### src/lvi_pkg.sv
package lvi_pkg;

   ////////////////////////////////////////////////////////////////////////////
   // register byte offsets on the control bus
   localparam logic [3:0] LVI_OFS_STATUS = 4'h0; // low_voltage_status
   localparam logic [3:0] LVI_OFS_CONFIG = 4'h4; // config_word_one
   localparam logic [3:0] LVI_OFS_EVENT  = 4'h8; // sticky events, write one to clear
   localparam logic [3:0] LVI_OFS_MASK   = 4'hc; // event mask

   ////////////////////////////////////////////////////////////////////////////
   // field positions in config_word_one
   localparam int LVI_BIT_STOP_EN  = 0; // monitor_stop_enable
   localparam int LVI_BIT_PWR_DOWN = 1; // monitor_power_down
   localparam int LVI_BIT_TRIP_SEL = 2; // trip_level_select
   localparam int LVI_BIT_RST_DIS  = 3; // monitor_reset_disable

   // field positions in the event register
   localparam int LVI_EVT_FALL = 0; // under-voltage flag set
   localparam int LVI_EVT_RISE = 1; // under-voltage flag cleared
   localparam int LVI_EVT_RST  = 2; // monitor reset began

   ////////////////////////////////////////////////////////////////////////////
   // values after reset
   localparam logic [3:0] LVI_CONFIG_RESET = 4'h0; // monitor on, low-supply trips
   localparam logic [2:0] LVI_MASK_RESET   = 3'h0;

   // axi response codes
   localparam logic [1:0] LVI_RESP_OKAY   = 2'h0;
   localparam logic [1:0] LVI_RESP_SLVERR = 2'h2;

   // power mode of the core
   typedef enum logic [1:0]
   {
      LVI_MODE_RUN  = 2'b00,
      LVI_MODE_WAIT = 2'b01,
      LVI_MODE_STOP = 2'b10
   } lvi_mode_type;

   // configuration bits grouped
   typedef struct packed
   {
      logic rst_dis;
      logic trip_sel;
      logic pwr_down;
      logic stop_en;
   } lvi_cfg_type;

   // comparator pair from the analog side
   typedef struct packed
   {
      logic below_fall;
      logic below_rise;
   } lvi_cmp_type;

endpackage

### src/lvi_ctrl.sv
`timescale 1ns/1ns
// Notes on behaviour
// - monitor enabled straight out of reset
// - monitor only while power-down bit clear
// - reset on falling trip unless disabled
// - stop-enable bit keeps monitor in stop
// - trip select picks high or low thresholds
// - trip select resets to low-supply mode
// - selecting high mode when low resets at once
// - reset held until above rising threshold
// - comparator drives read-only under-voltage flag
// - flag set below fall, clear above rise
// - reset_n_i clears the flag, a monitor reset leaves it set
// - monitor raises no interrupt of its own
// - monitor stays active in wait mode
// - stop activity needs power-down clear, stop set
module lvi_ctrl
(
   input  wire logic                  mclk_i,
   input  wire logic                  reset_n_i,
   // analog comparator, asynchronous to mclk_i
   input  wire lvi_pkg::lvi_cmp_type  cmp_i,
   input  wire lvi_pkg::lvi_mode_type mode_i,
   output logic                       trip_sel_o,
   output logic                       cmp_enable_o,
   output logic                       sys_reset_o,
   output logic                       wake_o,
   output logic                       irq_o,
   // axi4-lite slave
   input  wire logic [3:0]            s_axi_awaddr,
   input  wire logic                  s_axi_awvalid,
   output logic                       s_axi_awready,
   input  wire logic [31:0]           s_axi_wdata,
   input  wire logic [3:0]            s_axi_wstrb,
   input  wire logic                  s_axi_wvalid,
   output logic                       s_axi_wready,
   output logic [1:0]                 s_axi_bresp,
   output logic                       s_axi_bvalid,
   input  wire logic                  s_axi_bready,
   input  wire logic [3:0]            s_axi_araddr,
   input  wire logic                  s_axi_arvalid,
   output logic                       s_axi_arready,
   output logic [31:0]                s_axi_rdata,
   output logic [1:0]                 s_axi_rresp,
   output logic                       s_axi_rvalid,
   input  wire logic                  s_axi_rready
);

   ////////////////////////////////////////////////////////////////////////////
   // declarations
   lvi_pkg::lvi_cmp_type cmp_meta_q;
   lvi_pkg::lvi_cmp_type cmp_sync_q;
   lvi_pkg::lvi_cfg_type cfg_q;
   logic                 flag_q;
   logic                 flag_d;
   logic                 rst_hold_q;
   logic                 active;
   logic                 below_fall;
   logic                 above_rise;
   logic [2:0]           evt_q;
   logic [2:0]           evt_set;
   logic [2:0]           mask_q;
   logic [3:0]           aw_addr_q;
   logic                 aw_have_q;
   logic [31:0]          w_data_q;
   logic [3:0]           w_strb_q;
   logic                 w_have_q;
   logic                 wr_fire;
   logic [2:0]           evt_clr;
   logic                 wr_cfg;
   logic                 wr_evt;
   logic                 wr_mask;
   logic                 wr_bad;
   logic [31:0]          rd_word;
   logic                 rd_err;

   ////////////////////////////////////////////////////////////////////////////
   // offset match, shared by the write decode and the read mux
   // one function, so that both paths always agree on the map
   function automatic logic reg_hit
   (
      input logic [3:0] addr,
      input logic [3:0] ofs
   );
      reg_hit = (addr == ofs);
   endfunction

   ////////////////////////////////////////////////////////////////////////////
   // comparator synchroniser
   // the comparator runs free of mclk_i, so its levels may move at any time;
   // only the second stage is read, the first one may go metastable;
   // both stages clear to the supply-fine level during reset
   always_ff @(posedge mclk_i or negedge reset_n_i)
   begin
      if (!reset_n_i)
      begin
         cmp_meta_q <= '0;
         cmp_sync_q <= '0;
      end
      else
      begin
         cmp_meta_q <= cmp_i;
         cmp_sync_q <= cmp_meta_q;
      end
   end

   ////////////////////////////////////////////////////////////////////////////
   // monitor activity and threshold decoding
   // wait keeps the monitor whenever it is powered, stop only with the
   // stop-enable bit set as well; the unused mode code turns it off;
   // run needs no software step, the reset value leaves it powered
   always_comb
   begin
      unique case (mode_i)
         lvi_pkg::LVI_MODE_STOP: active = !cfg_q.pwr_down && cfg_q.stop_en;
         lvi_pkg::LVI_MODE_WAIT: active = !cfg_q.pwr_down;
         lvi_pkg::LVI_MODE_RUN:  active = !cfg_q.pwr_down;
         default:                active = 1'b0;
      endcase
   end

   assign below_fall   = active && cmp_sync_q.below_fall;
   assign above_rise   = !cmp_sync_q.below_rise;
   assign cmp_enable_o = active;
   assign trip_sel_o   = cfg_q.trip_sel;

   // flag follows hysteresis table
   // between the two thresholds neither branch fires and the flag keeps
   // its value; a sleeping monitor reads as no under-voltage, since its
   // comparator is unpowered and says nothing about the supply
   always_comb
   begin
      flag_d = flag_q;
      if (!active)
         flag_d = 1'b0;
      else if (below_fall)
         flag_d = 1'b1;
      else if (above_rise)
         flag_d = 1'b0;
   end

   // status flag register
   always_ff @(posedge mclk_i or negedge reset_n_i)
   begin
      if (!reset_n_i)
         flag_q <= 1'b0;
      else
         flag_q <= flag_d;
   end

   ////////////////////////////////////////////////////////////////////////////
   // monitor reset request with hysteresis
   // raising trip select moves both thresholds up, so a supply that was
   // fine can sit below the new falling one and the reset starts at once;
   // setting the reset-disable bit drops a pending request, and so does
   // a monitor that goes to sleep
   always_ff @(posedge mclk_i or negedge reset_n_i)
   begin
      if (!reset_n_i)
         rst_hold_q <= 1'b0;
      else if (!active || cfg_q.rst_dis)
         rst_hold_q <= 1'b0;
      else if (below_fall)
         rst_hold_q <= 1'b1;
      else if (above_rise)
         rst_hold_q <= 1'b0;
   end

   // outputs to the system reset and wake logic
   assign sys_reset_o = rst_hold_q;
   assign wake_o      = rst_hold_q && (mode_i != lvi_pkg::LVI_MODE_RUN);

   ////////////////////////////////////////////////////////////////////////////
   // sticky events and interrupt output
   // an event in the same cycle as its clear stays set
   assign evt_set[lvi_pkg::LVI_EVT_FALL] = flag_d && !flag_q;
   assign evt_set[lvi_pkg::LVI_EVT_RISE] = !flag_d && flag_q && active;
   assign evt_set[lvi_pkg::LVI_EVT_RST]  = below_fall && !cfg_q.rst_dis && !rst_hold_q;

   // write decode, every field sits in the low byte lane
   assign wr_cfg  = wr_fire && w_strb_q[0] && reg_hit(aw_addr_q, lvi_pkg::LVI_OFS_CONFIG);
   assign wr_evt  = wr_fire && w_strb_q[0] && reg_hit(aw_addr_q, lvi_pkg::LVI_OFS_EVENT);
   assign wr_mask = wr_fire && w_strb_q[0] && reg_hit(aw_addr_q, lvi_pkg::LVI_OFS_MASK);
   assign wr_bad  = aw_addr_q[1:0] != 2'h0; // misaligned byte address

   // one-to-clear strobe for the sticky events
   assign evt_clr = wr_evt ? w_data_q[2:0] : 3'h0;

   // sticky event register
   always_ff @(posedge mclk_i or negedge reset_n_i)
   begin
      if (!reset_n_i)
         evt_q <= 3'h0;
      else
         evt_q <= (evt_q & ~evt_clr) | evt_set; // set wins over clear
   end

   // bus-side summary only, the monitor itself never interrupts
   assign irq_o = |(evt_q & mask_q);

   ////////////////////////////////////////////////////////////////////////////
   // axi write channel capture
   // address and data are held apart, so either may come first; both
   // readies stay low until the response has been taken, which keeps
   // one write at most in flight
   assign s_axi_awready = !aw_have_q && !s_axi_bvalid;
   assign s_axi_wready  = !w_have_q && !s_axi_bvalid;
   assign wr_fire       = aw_have_q && w_have_q;

   // write address holding register
   always_ff @(posedge mclk_i or negedge reset_n_i)
   begin
      if (!reset_n_i)
      begin
         aw_have_q <= 1'b0;
         aw_addr_q <= 4'h0;
      end
      else if (s_axi_awvalid && s_axi_awready)
      begin
         aw_have_q <= 1'b1;
         aw_addr_q <= s_axi_awaddr;
      end
      else if (wr_fire)
         aw_have_q <= 1'b0;
   end

   // write data holding register
   always_ff @(posedge mclk_i or negedge reset_n_i)
   begin
      if (!reset_n_i)
      begin
         w_have_q <= 1'b0;
         w_data_q <= 32'h0;
         w_strb_q <= 4'h0;
      end
      else if (s_axi_wvalid && s_axi_wready)
      begin
         w_have_q <= 1'b1;
         w_data_q <= s_axi_wdata;
         w_strb_q <= s_axi_wstrb;
      end
      else if (wr_fire)
         w_have_q <= 1'b0;
   end

   // config_word_one, software owned
   always_ff @(posedge mclk_i or negedge reset_n_i)
   begin
      if (!reset_n_i)
         cfg_q <= lvi_pkg::LVI_CONFIG_RESET;
      else if (wr_cfg)
         cfg_q <= w_data_q[3:0];
   end

   // event mask
   always_ff @(posedge mclk_i or negedge reset_n_i)
   begin
      if (!reset_n_i)
         mask_q <= lvi_pkg::LVI_MASK_RESET;
      else if (wr_mask)
         mask_q <= w_data_q[2:0];
   end

   // write response valid, held until taken
   always_ff @(posedge mclk_i or negedge reset_n_i)
   begin
      if (!reset_n_i)
         s_axi_bvalid <= 1'b0;
      else if (wr_fire)
         s_axi_bvalid <= 1'b1;
      else if (s_axi_bready)
         s_axi_bvalid <= 1'b0;
   end

   // write response code, latched with the response
   always_ff @(posedge mclk_i or negedge reset_n_i)
   begin
      if (!reset_n_i)
         s_axi_bresp <= lvi_pkg::LVI_RESP_OKAY;
      else if (wr_fire)
         s_axi_bresp <= wr_bad ? lvi_pkg::LVI_RESP_SLVERR : lvi_pkg::LVI_RESP_OKAY;
   end

   ////////////////////////////////////////////////////////////////////////////
   // axi read channel
   // the answer comes one edge after the address is taken and stands
   // until rready; a new address is refused while it stands, so the
   // data registers never change under a waiting master
   assign s_axi_arready = !s_axi_rvalid;

   // read mux, holes answer zero with an error
   always_comb
   begin
      rd_word = 32'h0;
      rd_err  = 1'b0;
      if (reg_hit(s_axi_araddr, lvi_pkg::LVI_OFS_STATUS))
         rd_word = {31'h0, flag_q};
      else if (reg_hit(s_axi_araddr, lvi_pkg::LVI_OFS_CONFIG))
         rd_word = {28'h0, cfg_q};
      else if (reg_hit(s_axi_araddr, lvi_pkg::LVI_OFS_EVENT))
         rd_word = {29'h0, evt_q};
      else if (reg_hit(s_axi_araddr, lvi_pkg::LVI_OFS_MASK))
         rd_word = {29'h0, mask_q};
      else
         rd_err = 1'b1;
   end

   // read answer valid, held until taken
   always_ff @(posedge mclk_i or negedge reset_n_i)
   begin
      if (!reset_n_i)
         s_axi_rvalid <= 1'b0;
      else if (s_axi_arvalid && s_axi_arready)
         s_axi_rvalid <= 1'b1;
      else if (s_axi_rready)
         s_axi_rvalid <= 1'b0;
   end

   // read data and code, loaded when the address is taken
   always_ff @(posedge mclk_i or negedge reset_n_i)
   begin
      if (!reset_n_i)
      begin
         s_axi_rdata <= 32'h0;
         s_axi_rresp <= lvi_pkg::LVI_RESP_OKAY;
      end
      else if (s_axi_arvalid && s_axi_arready)
      begin
         s_axi_rdata <= rd_word;
         s_axi_rresp <= rd_err ? lvi_pkg::LVI_RESP_SLVERR : lvi_pkg::LVI_RESP_OKAY;
      end
   end

endmodule

### config.mk
export PLATFORM = sky130hd
export DESIGN_NAME = lvi_ctrl
export DESIGN_NICKNAME = d
export VERILOG_FILES = /design/src/lvi_pkg.sv /design/src/lvi_ctrl.sv
export SDC_FILE = /design/constraint.sdc
export NUM_CORES = 1
export LEC_CHECK = 0
export ABC_AREA = 1
export BUFFER_PORTS_ARGS = -buffer_cell sky130_fd_sc_hd__clkbuf_2
export CORE_ASPECT_RATIO = 1.5
export CORE_MARGIN = 5
export CORE_UTILIZATION = 35
export DETAILED_ROUTE_END_ITERATION = 7
export GPL_ROUTABILITY_DRIVEN = 1
export GPL_TIMING_DRIVEN = 1
export PLACE_DENSITY_LB_ADDON = 0.05
export SYNTH_ARGS = -nofsm -noshare
export SYNTH_HDL_FRONTEND = slang
export SYNTH_SLANG_ARGS = --single-unit
### constraint.sdc
create_clock -name mclk_i -period 3.2 [get_ports mclk_i]
set_input_delay 0 -clock mclk_i [delete_from_list [all_inputs] [get_ports mclk_i]]
set_output_delay 0 -clock mclk_i [all_outputs]
set_load 0.01 [all_outputs]
==> out/qor.csv <==
metric,value,unit
# nets final,314,
fill cell count,523,
post-route cell area,2130,µm²
max_slew headroom,42.5,%
Die H,96.4,µm
Hold Buf Count CTS,14,
CP dominant cell by count,nor2_1,
worst path required time,3360,ps
post-route setup slack,2060,ps
synthesized instance count,202,
RSZ-0062 raised after global routing,no,
final critical-path share of the clock period,35.8,%
DR iter-0 viols,76,
gpl congestion,0.713,
"Max FO, Critical Path",11,
fmax,874,MHz
Multi-input gate area,644,µm²
initial core utilization,35.9,%
Pwr Density,678,nW/µm²
# diodes,0,
Setup Buffers After CTS,0,
Ys Warns,0,
CTS tree,done,
Post-Syn Area,1740,µm²
reported max-cap violation count,0,
Clock Sink Count,35,
CTS Buf Count,5,
Yosys reg bits,35,
H-tree levels,2,
Fin Setup TNS,0,ps
Vias,1348,
Setup WS pre-CTS,2030,ps
Cell Rows,31,
clk_skew,4.94,ps
IO Count,101,
Worst Max-Slew Pin Slew,863,ps
full die area,6510,µm²
Period minus WS final,1140,ps
DP Wirelength,2710,µm
Final setup viols,0,
Synth cell types,18,
deepest clock path buffer count,2,
ratio of cells with drive above 1 in the final layout,20.0,%
Core ar.,4850,µm²
Die X,67.6,µm
crit path capture type,flop,
WL per Instance,10.8,µm
drt pass-1 iters,4,
HP Class,in2reg,
initial antenna violation count,0,
Final Hold Viols,0,
DRT antenna net count,0,
Setup crit start kind,flop,
Final Max Tran Viols,0,
Skew-Pair Late Insertion Delay,280,ps
routed vias/inst,4.13,
worst-path cell chain,nor2_1 -> nand2_1 -> nor2_1 -> a21oi_1,
Layout Cells excl Fill,326,
LEAKAGE,1.15,nW
Crit Path Class,reg2reg,
number of global-route vias before repair,1262,
# DRC,0,
"wirelength, routed",3510,µm
"Data arrival, critical path",1300,ps
register area,876,µm²
run status,completed,
sequential-to-total area share from yosys stat,50.3,%
# port buffers,39,
CTS root buf,clkbuf_8,
Max VDD drop,344,µV
Worst-path clk slew,60,ps
crit path max-delay cell type,dfrtp_1,
Post-CTS Resized,0,
P&R area growth vs syn,22.5,%
CP peak stage delay,400,ps
Placed Cells incl. Taps,304,
global-route wire length before repair,5640,µm
Mean Syn Cell Area,8.62,µm²
gr usage total,11.6,%
placed inst area,1890,µm²
gr ovfl total,0,
largest net degree at the start of global routing,36,
final total power,0.00145,W
final timing paths:
| check | from | end | slack [ps] | depth (start not counted) |
|---|---|---|---|---|
| max in group asynchronous | reset_n_i | aw_addr_q[1] | 2300 | 2 |
| worst min-delay path | s_axi_arvalid | s_axi_rdata[2] | 50 | 5 |
| min in group asynchronous | reset_n_i | s_axi_rdata[2] | 360 | 2 |
| worst min register to register | cmp_meta_q[1] | cmp_sync_q[1] | 350 | 0 |
| worst max-delay path | w_have_q | w_data_q[0] | 2060 | 4 |
| worst max register to register | w_have_q | w_data_q[0] | 2060 | 4 |
cell usage after synthesis (all sizes together):
cell,n,share of area (%)
a21oi,10,2.9
buf,32,14
conb,1,0.22
dfrtp,35,50
inv,25,5.4
nand2,40,8.8
nand3,15,4.3
nand4,5,3.5
nor2,23,6.0
nor3,1,0.58
o21ai,14,4.0
o31ai,1,0.43
per-stage QoR:
| step | utilization (%) | hold WS (ps) |
|---|---|---|
| floorplan | - | -296 |
| global placement | 39.0 | 110 |
| detailed placement | 39.0 | 111 |
| CTS | 44.0 | 40.9 |
| global route | 44.0 | 56.5 |
| finish | 44.0 | 50.0 |
cell usage in the layout (no fill, tap or decap), drive strengths merged:
cell and count:
nor2 23, nand3 15, o21ai 14, a21oi 10, nand2 40, dfrtp 35
conb 30, dlygate4sd3 14, clkbuf 47, inv 25, o31ai 1, nand4 5
nor3 1
power breakdown:
part | leakage, nW | internal, W | switching, W | total (W)
Sequential | 0.417 | 0.000573 | 0.0000942 | 0.000667
Combinational | 0.681 | 0.000158 | 0.000278 | 0.000435
Clock | 0.0515 | 0.000196 | 0.000148 | 0.000344
Total | 1.15 | 0.000927 | 0.000520 | 0.00145
per-layer routing:
layer	vias to the layer above	wire, µm	track usage (%)
li1	688	-	-
met1	607	1360	13.0
met2	47	1820	20.1
met3	6	269	3.62
met4	0	61	4.57
met5	-	0	0
critical path: cells and delay by family (launching register included):
kind             cells  cell delay (ps)
AO/OA/AOI/OAI        1               50
flip-flops           1              400
AND/OR/NAND/NOR      3              570
cell families (layout without fill, tap and decap cells):
group	count (synthesis)	after routing	synth area share (%)
other	1	30	0.215
buffers and inverters	57	86	18.9
flip-flops	35	35	50.3
AO/OA/AOI/OAI	25	25	7.33
AND/OR/NAND/NOR	84	84	23.2
state kept, by name (all words and copies together), names as in the netlist, 2 cells and up:
register / flops
w_data_q: 4
cfg_q: 3
cmp_sync_q: 2
mask_q: 3
evt_q: 3
cmp_meta_q: 2
aw_addr_q: 4
s_axi_rdata: 4
final cells by class:
| cell class | count | area share, % |
|---|---|---|
| Clock buffer | 8 | 4.69 |
| Inverter | 25 | 4.40 |
| Multi-Input combinational cell | 139 | 30.2 |
| Sequential cell | 35 | 41.1 |
| Tap cell | 66 | 3.87 |
| Timing Repair Buffer | 53 | 15.7 |
Power figures use the tool's default switching activity.
